===== config.mk =====
export PLATFORM = sky130hd
export DESIGN_NAME = pt_totalizer
export DESIGN_NICKNAME = d
export VERILOG_FILES = /design/src/shared/pt_pkg.sv /design/src/hdl/pt_totalizer.sv
export SDC_FILE = /design/constraint.sdc
export NUM_CORES = 2
export LEC_CHECK = 0
export ABC_AREA = 1
export BUFFER_PORTS_ARGS = -buffer_cell sky130_fd_sc_hd__buf_2
export CORE_ASPECT_RATIO = 0.6
export CORE_UTILIZATION = 40
export CTS_BUF_LIST = sky130_fd_sc_hd__clkbuf_2 sky130_fd_sc_hd__clkbuf_4 sky130_fd_sc_hd__clkbuf_8
export CTS_CLUSTER_DIAMETER = 150
export DETAILED_ROUTE_END_ITERATION = 8
export GPL_TIMING_DRIVEN = 0
export HOLD_SLACK_MARGIN = 0.02
export PLACE_DENSITY_LB_ADDON = 0.2
export SLEW_MARGIN = 20
export SYNTH_ARGS = -nofsm -noshare
export SYNTH_HDL_FRONTEND = slang
export SYNTH_SLANG_ARGS = --single-unit

===== constraint.sdc =====
create_clock -name i_ref_clk -period 8.4 [get_ports i_ref_clk]
set_input_delay 1.68 -clock i_ref_clk [delete_from_list [all_inputs] [get_ports i_ref_clk]]
set_output_delay 1.68 -clock i_ref_clk [all_outputs]
set_load 0.01 [all_outputs]

===== src/shared/pt_pkg.sv =====
// shared constants, types and state layout of the process totalizer
package pt_pkg;

   // ***************************************************
   // clock and timing
   // ***************************************************
   localparam int CLK_HZ     = 20_000_000;  // reference clock rate
   localparam int TICK_MS    = 400;         // accumulation update period
   localparam int TICK_CYCLES = CLK_HZ / 1000 * TICK_MS;
   localparam int ACK_MS     = 1000;        // clear acknowledge length
   localparam int ACK_CYCLES = CLK_HZ / 1000 * ACK_MS;

   // ***************************************************
   // scaling
   // ***************************************************
   localparam int MULT_ONE   = 1000;        // multiplier code for 1.000
   localparam int PERIOD_SEC_S  = 1;        // seconds per period
   localparam int PERIOD_MIN_S  = 60;
   localparam int PERIOD_HOUR_S = 3600;
   // divisor per tick = multiplier unit * ticks per second * period
   localparam int DEN_UNIT   = MULT_ONE * 1000 / TICK_MS;
   localparam int DEN_SEC    = DEN_UNIT * PERIOD_SEC_S;
   localparam int DEN_MIN    = DEN_UNIT * PERIOD_MIN_S;
   localparam int DEN_HOUR   = DEN_UNIT * PERIOD_HOUR_S;
   localparam logic [1:0] PER_SEC  = 2'h0;  // accumulation period codes
   localparam logic [1:0] PER_MIN  = 2'h1;
   localparam logic [1:0] PER_HOUR = 2'h2;

   // ***************************************************
   // total range and widths
   // ***************************************************
   localparam int TOTAL_MAX  = 999999;      // highest shown total
   localparam int TOTAL_MIN  = -99999;      // lowest shown total
   localparam int TOTAL_SPAN = 1000000;     // six-digit wrap modulus
   localparam logic [2:0] POINT_MAX = 3'h4; // four decimals at most
   localparam int READ_W = 20;              // scaled reading width
   localparam int MULT_W = 16;              // multiplier width
   localparam int TOT_W  = 21;              // total width
   localparam int DEN_W  = 24;              // divisor width
   localparam int NUM_W  = 38;              // per-tick numerator width

   // ***************************************************
   // types
   // ***************************************************
   typedef enum logic [2:0] {
      PT_IDLE  = 3'b001,
      PT_DIV   = 3'b010,
      PT_APPLY = 3'b100
   } pt_phase_e;

   // configuration group from the setup logic
   typedef struct packed {
      logic [1:0]               period_sel;  // accumulation_period_select
      logic [2:0]               point_pos;   // total_point_position
      logic signed [READ_W-1:0] low_signal_threshold;
      logic [MULT_W-1:0]        total_multiplier; // 1000 = 1.000
   } pt_cfg_s;

   // whole state of the totalizer
   typedef struct packed {
      logic [31:0]              tick_cnt;
      logic [31:0]              ack_cnt;
      logic [1:0]               remote_sync;
      logic                     remote_prev;
      logic [1:0]               up_sync;
      logic [1:0]               prog_sync;
      logic                     prog_prev;
      pt_phase_e                phase;
      logic                     neg;
      logic [NUM_W-1:0]         quo;
      logic [DEN_W:0]           part;
      logic [DEN_W-1:0]         den;
      logic [5:0]               bit_cnt;
      logic signed [DEN_W:0]    rem;
      logic signed [TOT_W-1:0]  total;
      logic signed [7:0]        wraps;
      logic                     ovf;
      logic                     blink;
      logic                     tick;
      logic                     ack;
      logic [2:0]               point;
   } pt_state_s;

endpackage


===== src/hdl/pt_totalizer.sv =====
// process totalizer: timed accumulation of the scaled reading

// Overview of operation
// RQ1 - total accumulates reading times multiplier and period
// RQ2 - update once every 400 ms tick
// RQ3 - period codes 0,1,2 mean second, minute, hour
// RQ4 - unit multiplier adds reading once per period
// RQ5 - multiplier scales every increment proportionally
// RQ6 - total decimal point independent, zero to four
// RQ7 - clear from remote, panel or serial
// RQ8 - nonnegative threshold: below it, accumulation stops
// RQ9 - negative threshold: between it and zero, decrement
// RQ10 - negative threshold: positive adds, below threshold stops
// RQ11 - total saved at power loss, restored later
// RQ12 - six-digit range, wrap with flashing overflow
// RQ13 - reversed input unwinds wrap, overflow clears
// RQ14 - total for alarms, changes only at tick
// RQ15 - panel clear is up held plus program
// RQ16 - fractional remainder kept between ticks
module pt_totalizer #(
   parameter int TICK_CYCLES = pt_pkg::TICK_CYCLES,
   parameter int ACK_CYCLES  = pt_pkg::ACK_CYCLES
) (
   input  wire logic                             i_ref_clk,
   input  wire logic                             i_resetn,
   input  wire logic signed [pt_pkg::READ_W-1:0] i_reading,
   input  wire pt_pkg::pt_cfg_s                  i_cfg,
   input  wire logic                             i_run,
   input  wire logic                             i_remote_clear_pin,
   input  wire logic                             i_panel_up_pin,
   input  wire logic                             i_panel_prog_pin,
   input  wire logic                             i_serial_clear,
   input  wire logic                             i_restore,
   input  wire logic signed [pt_pkg::TOT_W-1:0]  i_restore_total,
   output logic signed [pt_pkg::TOT_W-1:0]       o_total,
   output logic                                  o_overflow,
   output logic                                  o_overflow_blink,
   output logic                                  o_tick,
   output logic                                  o_clear_ack,
   output logic [2:0]                            o_point_pos
);

   // ***************************************************
   // local widths and elaboration checks
   // ***************************************************
   localparam int NW = pt_pkg::NUM_W;
   localparam int DW = pt_pkg::DEN_W;
   localparam int SW = pt_pkg::NUM_W + 1;   // width of the applied sum
   localparam int TOT_W = pt_pkg::TOT_W;    // width of the running total

   // the divider needs NUM_W cycles inside one tick
   if (TICK_CYCLES < 2 * pt_pkg::NUM_W || ACK_CYCLES < 1) begin : g_chk
      $error("pt_totalizer: tick or acknowledge count too small");
   end

   // ***************************************************
   // state and combinational helpers
   // ***************************************************
   pt_pkg::pt_state_s       s_q;          // registered state
   pt_pkg::pt_state_s       s_d;          // next state
   logic                    tick_now;     // 400 ms enable pulse
   logic                    remote_rise;  // remote clear edge
   logic                    panel_clear;  // up held, program pressed
   logic                    clr_now;      // any clear source
   logic                    below_cut;    // reading under threshold
   logic                    start_now;    // launch a tick update
   logic                    restore_ok;   // restore value in range
   logic signed [NW-1:0]    num;          // remainder plus new slice
   logic [DW-1:0]           den_sel;      // divisor for the period
   logic [DW:0]             part_sh;      // shifted partial remainder
   logic                    part_ge;      // subtract fits
   logic signed [SW-1:0]    step;         // signed whole increment
   logic signed [SW-1:0]    sum;          // total plus increment
   logic signed [DW:0]      rem_nx;       // signed leftover fraction

   assign tick_now    = (s_q.tick_cnt == 32'(TICK_CYCLES - 1));
   // only the second sync stage and the edge flop are looked at
   assign remote_rise = s_q.remote_sync[1] & ~s_q.remote_prev;
   assign panel_clear = s_q.prog_sync[1] & ~s_q.prog_prev
                        & s_q.up_sync[1];              // see RQ15
   assign clr_now     = remote_rise | panel_clear
                        | i_serial_clear;              // see RQ7
   // one compare covers both signs of the threshold
   assign below_cut   = (i_reading < i_cfg.low_signal_threshold); // see RQ8
   assign start_now   = tick_now && (s_q.phase == pt_pkg::PT_IDLE)
                        && i_run && !below_cut;        // see RQ14
   assign restore_ok  = (i_restore_total <= TOT_W'(pt_pkg::TOTAL_MAX))
                        && (i_restore_total >= TOT_W'(pt_pkg::TOTAL_MIN));

   // numerator: reading times multiplier plus carried fraction
   // the product is kept at full width; only the divider truncates
   assign num = NW'(i_reading) * NW'($signed({1'b0, i_cfg.total_multiplier}))
                + NW'(s_q.rem);                        // see RQ1, RQ5, RQ16

   // divisor per tick for the selected period
   always_comb begin
      unique case (i_cfg.period_sel)
         pt_pkg::PER_MIN:  den_sel = DW'(pt_pkg::DEN_MIN);  // see RQ3
         pt_pkg::PER_HOUR: den_sel = DW'(pt_pkg::DEN_HOUR); // see RQ3
         default:          den_sel = DW'(pt_pkg::DEN_SEC);  // see RQ3, RQ4
      endcase
   end

   // one restoring division step per clock
   assign part_sh = {s_q.part[DW-1:0], s_q.quo[NW-1]};
   assign part_ge = (part_sh >= {1'b0, s_q.den});

   // signed increment and fraction after the division
   assign step   = s_q.neg ? -$signed({1'b0, s_q.quo})
                           : $signed({1'b0, s_q.quo}); // see RQ9
   assign rem_nx = s_q.neg ? -$signed({1'b0, s_q.part[DW-1:0]})
                           : $signed({1'b0, s_q.part[DW-1:0]});
   assign sum    = step + SW'(s_q.total);

   // ***************************************************
   // next-state logic
   // ***************************************************
   always_comb begin
      s_d      = s_q;
      s_d.tick = tick_now;
      // free-running tick divider
      if (tick_now) begin
         s_d.tick_cnt = '0;                            // see RQ2
      end else begin
         s_d.tick_cnt = s_q.tick_cnt + 32'h1;
      end
      // two-flop synchronisers for the pins, edge flops for remote and program only
      s_d.remote_sync = {s_q.remote_sync[0], i_remote_clear_pin};
      s_d.remote_prev = s_q.remote_sync[1];
      s_d.up_sync     = {s_q.up_sync[0], i_panel_up_pin};
      s_d.prog_sync   = {s_q.prog_sync[0], i_panel_prog_pin};
      s_d.prog_prev   = s_q.prog_sync[1];
      // update sequencer
      unique case (s_q.phase)
         pt_pkg::PT_IDLE: begin
            if (start_now) begin                       // see RQ1, RQ10
               s_d.neg     = num[NW-1];
               s_d.quo     = num[NW-1] ? NW'(-num) : NW'(num);
               s_d.part    = '0;
               s_d.den     = den_sel;
               s_d.bit_cnt = '0;
               s_d.phase   = pt_pkg::PT_DIV;
            end
         end
         pt_pkg::PT_DIV: begin
            s_d.part = part_ge ? part_sh - {1'b0, s_q.den} : part_sh;
            s_d.quo  = {s_q.quo[NW-2:0], part_ge};
            s_d.bit_cnt = s_q.bit_cnt + 6'h1;
            if (s_q.bit_cnt == 6'(NW - 1)) begin
               s_d.phase = pt_pkg::PT_APPLY;
            end
         end
         pt_pkg::PT_APPLY: begin
            s_d.rem   = rem_nx;                        // see RQ16
            s_d.phase = pt_pkg::PT_IDLE;
            // wrap on the six-digit modulus and count the wraps
            // only one wrap per update: a step beyond the modulus would
            // leave the total outside its six digits
            if (sum > SW'(pt_pkg::TOTAL_MAX)) begin     // see RQ12
               s_d.total = TOT_W'(sum - SW'(pt_pkg::TOTAL_SPAN));
               s_d.wraps = s_q.wraps + 8'sh01;
            end else if (sum < SW'(pt_pkg::TOTAL_MIN)) begin
               s_d.total = TOT_W'(sum + SW'(pt_pkg::TOTAL_SPAN));
               s_d.wraps = s_q.wraps - 8'sh01;         // see RQ13
            end else begin
               s_d.total = TOT_W'(sum);
            end
         end
      endcase
      // restore is refused while an update is in flight, so a stale
      // increment can never land on top of a freshly loaded total
      // clear wins over any update in flight
      if (clr_now) begin                               // see RQ7
         s_d.total = '0;
         s_d.rem   = '0;
         s_d.wraps = '0;
         s_d.phase = pt_pkg::PT_IDLE;
      end else if (i_restore && restore_ok
                   && s_q.phase == pt_pkg::PT_IDLE) begin
         s_d.total = i_restore_total;                  // see RQ11
         s_d.rem   = '0;
         s_d.wraps = '0;
         s_d.phase = pt_pkg::PT_IDLE;
      end
      // acknowledge after a clear
      // a new clear restarts the count, so back-to-back clears stretch it
      if (clr_now) begin
         s_d.ack_cnt = 32'(ACK_CYCLES - 1);
         s_d.ack     = 1'b1;
      end else if (s_q.ack_cnt != '0) begin
         s_d.ack_cnt = s_q.ack_cnt - 32'h1;
      end else begin
         s_d.ack     = 1'b0;
      end
      // overflow flag and its flash phase
      s_d.ovf = (s_d.wraps != '0);                     // see RQ12, RQ13
      if (!s_d.ovf) begin
         s_d.blink = 1'b0;
      end else if (tick_now) begin
         s_d.blink = ~s_q.blink;
      end
      // decimal point, limited to four places
      s_d.point = (i_cfg.point_pos > pt_pkg::POINT_MAX)
                  ? pt_pkg::POINT_MAX : i_cfg.point_pos; // see RQ6
   end

   // ***************************************************
   // state register
   // ***************************************************
   // synchronous reset; the phase must wake up as a legal one-hot code
   always_ff @(posedge i_ref_clk) begin
      if (!i_resetn) begin
         s_q       <= '0;
         s_q.phase <= pt_pkg::PT_IDLE;
      end else begin
         s_q <= s_d;
      end
   end

   // outputs straight from the state flops
   assign o_total          = s_q.total;                // see RQ14
   assign o_overflow       = s_q.ovf;
   assign o_overflow_blink = s_q.blink;
   assign o_tick           = s_q.tick;
   assign o_clear_ack      = s_q.ack;
   assign o_point_pos      = s_q.point;

   // helper counter, so tick spacing needs no long repetition
   logic [31:0] gap_q;      // cycles since the last tick
   logic        seen_q;     // a tick has been seen
   logic        in_apply;   // sequencer applying an increment
   assign in_apply = (s_q.phase == pt_pkg::PT_APPLY);
   always_ff @(posedge i_ref_clk) begin
      if (!i_resetn) begin
         gap_q  <= '0;
         seen_q <= 1'b0;
      end else begin
         gap_q  <= o_tick ? 32'h0 : gap_q + 32'h1;
         seen_q <= seen_q | o_tick;
      end
   end
endmodule


# After elaboration in Yosys (flattened, before gate mapping)
# Cells that the tools add are included.
[op_classes]
n_addsub = 13
mul = 1
order_cmp = 7
n_eq_ne = 10
n_mux = 21
bitwise_logic = 9
reduce_logical = 20
[op_table]
columns = ["op", "n"]
rows = [
  ["$pmux W63 S2", 1],
  ["$mux W25", 4],
  ["$mux W97", 1],
  ["$mux W29", 3],
  ["$pmux W24 S2", 1],
  ["$add A39 B21 Y39", 1],
  ["$gt A39 B21 Y1 const B", 1],
  ["$lt A39 B18 Y1 const B", 1],
  ["$mux W39", 1],
  ["$neg A38 Y39", 1],
  ["$add A37 B25 Y38", 1],
  ["$mux W38", 1],
  ["$neg A38 Y38", 1],
  ["$mul A20 B17 Y37", 1],
  ["$add A32 B1 Y32 const B", 1],
  ["$eq A32 B23 Y1 const B", 1],
  ["$reduce_bool A32 Y1", 1],
  ["$sub A32 B1 Y32 const B", 1],
  ["$ge A25 B24 Y1", 1],
  ["$neg A24 Y25", 1],
  ["$sub A25 B24 Y25", 1],
  ["$add A21 B21 Y21 const B", 1],
  ["$ge A21 B18 Y1 const B", 1],
  ["$le A21 B21 Y1 const B", 1],
  ["other kinds (29)", 52],
]
[totals]
ff_bits = 229
inputBits = 90

# Longest topological paths before layout
[depth]
depth_word = 11
ltp_mapped = 39
mapped_depth_nobuf = 38

# Worst setup path after synthesis
# No wires, ideal clock.
[synth_timing]
kind = "input -> register"
start = "input port i_reading[19] in the netlist's numbering"
end = "register s_q[123] in the netlist's numbering"
setup_time_ns = 0.110
arrival_ns = 8.172
slack_ns = 0.118
cell_stages = 29
path_buffers = 3
path_cell_list = "clkbuf_1 > clkbuf_1 > nand2_1 > fa_1 > inv_1 > fa_1 > fa_1 > inv_1 > fa_1 > fa_1 > inv_1 > fa_1 > ha_1 > nand2_1 > inv_1 > a221oi_1 > o21ai_0 > a21oi_1 > nand2_1 > nand3_1 > a21o_1 > nand2_1 > inv_2 > buf_2 > nand3_1 > nand3_1 > o221ai_1 > nand2_1 > inv_1"
[synth_via]
elab_chain_len = 5
[synth_lines]
columns = ["element", "line", "text"]
rows = [
  ["start: declaration", "pt_totalizer.sv:26", "input wire logic signed [pt_pkg::READ_W-1:0] i_reading,"],
  ["$mul A20 B17 Y37 or $lt A20 B20 Y1 (tied branches)", "pt_totalizer.sv:92, pt_totalizer.sv:84", ""],
  ["$add A37 B25 Y38 or $logic_not A1 Y1 (tied branches)", "pt_totalizer.sv:93, pt_totalizer.sv:86", ""],
  ["$mux W38 or $logic_and A1 B1 Y1 (tied branches)", "pt_totalizer.sv:138, pt_totalizer.sv:86", ""],
  ["$mux W97 or $ne A2 B2 Y1 (tied branches)", "n/a", ""],
  ["$pmux W63 S2 or $reduce_and A2 Y1 (tied branches)", "n/a", ""],
  ["end: declaration", "pt_totalizer.sv:59", "pt_pkg::pt_state_s s_q;"],
]
# Several ways; a longest one is shown, not always the timed one. The select of a mux whose other input is x is not followed.
# A chain may end at the register's enable or synchronous reset.

# Worst setup path after layout
[layout_timing]
start = "input port i_reading[5] in the netlist's numbering"
end = "register s_q[144] in the netlist's numbering"
[layout_via]
elab_chain_len = 6
[layout_lines]
columns = ["element", "line", "text"]
rows = [
  ["$mul A20 B17 Y37", "pt_totalizer.sv:92", "assign num = NW'(i_reading) * NW'($signed({1'b0, i_cfg.total_multiplier}))"],
  ["$add A37 B25 Y38", "pt_totalizer.sv:93", "+ NW'(s_q.rem);"],
  ["$neg A38 Y38", "pt_totalizer.sv:138", "s_d.quo = num[NW-1] ? NW'(-num) : NW'(num);"],
  ["$mux W38", "pt_totalizer.sv:138", ""],
  ["$mux W97", "pt_totalizer.sv:136", "if (start_now) begin"],
  ["$pmux W63 S2", "pt_totalizer.sv:134", "unique case (s_q.phase)"],
]
# Several ways; a longest one is shown, not always the timed one. The select of a mux whose other input is x is not followed.

==> summary.txt <==
Outcome
  • Run status: finished, final reports clean

Critical path
  • RR Endpoint: s_q[144]
  • Worst Reg-to-Reg Cells: 26
  • Critical path arrival: 8.81 ns
  • Critical Path Sink Type: flip-flop
  • Crit-path max FO: 10
  • Critical Path Start: i_reading[5]
  • Setup crit start kind: primary input
  • Cell with the largest stage delay on the worst path: o211ai_1
  • Worst setup path category: primary input to flip-flop
  • Critical Path RT: 8.88 ns
  • Delay of the slowest critical-path stage: around 0.62 ns
  • FF-to-FF Start: s_q[60]
  • Setup slack, reg-to-reg: 1.66 ns

Clock tree
  • CTS tree: done
  • H-tree levels: 2
  • Cts bufs inserted: 35
  • Clock latency on the worst-skew pair: 0.60 ns
  • Longest Clk Path Bufs: 3
  • Clock sinks: 211
  • Root buf cell: clkbuf_8
  • Hold buffer count at cts: 0
  • Clock transition at path regs: 0.07 ns

STA
  • Worst-Margin Slew: 1.09 ns
  • Relative slew slack: 0.275
  • Crit share post-route: 0.992
  • Max Transition Viols Final: 0
  • Worst Setup Slack, final: around 0.07 ns
  • Hold Fails Final Rpt: 0
  • Final setup vio count: 0
  • Max Freq: ~120 MHz
  • Worst hold slack: ~0.41 ns
  • Tmin final: 8.33 ns
  • Post-route setup TNS: 0 ns
  • Skew final: around 0.033 ns

GRT
  • Global route total overflow: 0
  • First-pass GRT wire length: around 180000 µm
  • Largest net degree at the start of global routing: 23
  • Initial antenna violation count: 1
  • Vias in the first global route: 29700
  • Total Routing Usage GR: 0.284

Synth
  • Compound-gate portion of the synthesized area: 0.102
  • Yosys top cell area share: 0.220
  • Most common cell in the netlist: nand2_1
  • Adder-Cell Fraction of Synth Area: 0.291
  • Ys async rst share: 0
  • #FFs+latches synth: 211
  • Synth area leader: fa_1
  • Synth Area in Simple Gates: 0.280
  • Main combinational cell family by area after synthesis: adder cells
  • Top post-synthesis cells by count: nand2_1, inv_1, nor2_1
  • Post-synth cell types: 64
  • Synth warnings: 0
  • Syn avg cell area: 6.55 µm²
  • Synth Instances: 4870
  • Mux cell area share after synthesis: 0
  • Synth Flop Type: dfxtp_1
  • Post-synthesis cell area: 31900 µm²
  • Post-synth EDFFs: 0
  • Sequential-to-total area share from yosys stat: 0.132
  • Area contributors post-synth: fa_1, nand2_1, dfxtp_1, inv_1, ha_1
  • Post-Synth XOR/XNOR Area: 0.0345
  • Post-Syn Nets: 5492

Place
  • Placed instance area: about 34000 µm²
  • Post-Place Setup Slack: -1.91 ns
  • HPWL after detailed placement: a little under 100000 µm
  • Routability Congestion: 1.04
  • IO buf count: 99

Layout
  • Synth-to-layout area growth: 10.5%
  • Fraction of layout cells with a size suffix above 1: 0.0901
  • Design area: approximately 35000 µm²
  • Final #Nets: 5625
  • Filler instances: between 8000 and 9000

Floorplan
  • Top Ports: 118
  • Starting Density: 0.408
  • Core ar.: 78200 µm²
  • Die ar.: about 80000 µm²
  • Die height: 221 µm
  • FP Rows: 79
  • Die width: 367 µm

Detailed routing
  • Vias/cell: about 5.2
  • Routed Wire Length: 114000 µm
  • WL per Instance: 18.7 µm
  • Number of remaining DRC errors: 0
  • Vias: 31500
  • First-pass DRT Iterations: 6
  • Post-DRT Antenna Nets: 0
  • First DRT Iteration DRCs: 3772

Run
  • Number of max-cap violations: 0

Worst hold path
  • Launch point of the worst hold path: s_d[162]
  • Hold worst-path end: s_q[162]
  • HP Class: flip-flop to flip-flop
  • WHS Path Cells: 2
## metal layers
layer,vias to the layer above,track usage,share of wire
met5,-,0.00699,0.00069
met4,2,0.0285,0.0086
met3,85,0.127,0.16
met2,1533,0.349,0.34
met1,14800,0.445,0.50
li1,15100,-,-
## registers in the layout (all words and copies together) (netlist names)
| name | count |
|---|---|
| o_tick | 1 |
| o_point_pos | 3 |
| o_overflow_blink | 1 |
| o_overflow | 1 |
| s_q | 153 |
| s_d | 5 |
| part_sh | 25 |
| o_total | 21 |
| o_clear_ack | 1 |
## placed cells by master, fill, tap and decap left out, types with 17 or more instances in the layout
cell type,n
buf_2,100
ha_1,170
clkbuf_1,62
xor2_1,94
nor2_2,23
buf_4,47
nor3_1,75
nand2_2,23
o22ai_1,24
o211ai_1,17
nand3_2,17
o21ai_0,140
o21ai_1,19
xnor2_1,21
fa_1,346
nand4_1,61
clkbuf_8,43
nand3b_1,24
nand2_1,1184
inv_2,30
a21oi_1,250
nor2_1,386
nand3_1,217
a31oi_1,39
clkbuf_2,23
dfxtp_1,210
inv_1,1119
## final cells by class
cell class / instances / area, µm² / area share
clock buffers: 45 / 588 / 0.0167
clock inverters: 16 / 223 / 0.00632
flip-flops and latches: 211 / 4230 / 0.120
repair buffers: 117 / 658 / 0.0187
plain buffers: 151 / 858 / 0.0244
inverters: 1158 / 4350 / 0.124
well taps: 1053 / 1320 / 0.0374
multi-input cells: 3329 / 23000 / 0.653
diodes: 1 / 2.50 / 0.0000710
## critical path: cells and delay by family
kind | cells | cell delay [ns]
adders and majority gates | 7 | 3.45
and+or+nand+nor | 13 | 1.71
buffers and inverters | 10 | 1.06
AOI/OAI and AO/OA | 3 | 0.90
## worst max-delay path by stage
stage / end / slack (ns) / depth (start not counted)
global route: s_q[151] / -0.04 / 33
floorplan: s_q[123] / 0.12 / 29
CTS: s_q[148] / 0.006 / 31
finish: s_q[144] / 0.07 / 33
detailed placement: s_q[144] / -1.91 / 29
global placement: s_q[145] / -1.95 / 28
## kinds of logic (layout without fill, tap and decap cells)
family | after synthesis | in the layout
and+or+nand+nor | 2093 | 2093
buffers and inverters | 1330 | 1487
AOI/OAI and AO/OA | 580 | 580
adders and majority gates | 532 | 532
DFF | 211 | 211
xor gates and xnor gates | 124 | 124
other | 0 | 1
## per-stage QoR
step	utilization	std cells
after floorplan	-	4870
after global placement	0.431	6022
after detailed placement	0.431	6022
after CTS	0.444	6069
after global routing	0.451	6080
final	0.451	6081
## what timing repair did
item / 4_1_cts / 5_1_grt
gates resized for setup: 77 / 154
cloned: 0 / 0
pin swaps: 5 / 11
buffers inserted: 5 / 13
setup endpoints to repair: 38 / 34
Power is left out: the tool's default activity adds up to more than one toggle a clock period on the data nets, which glitch-free logic cannot reach.
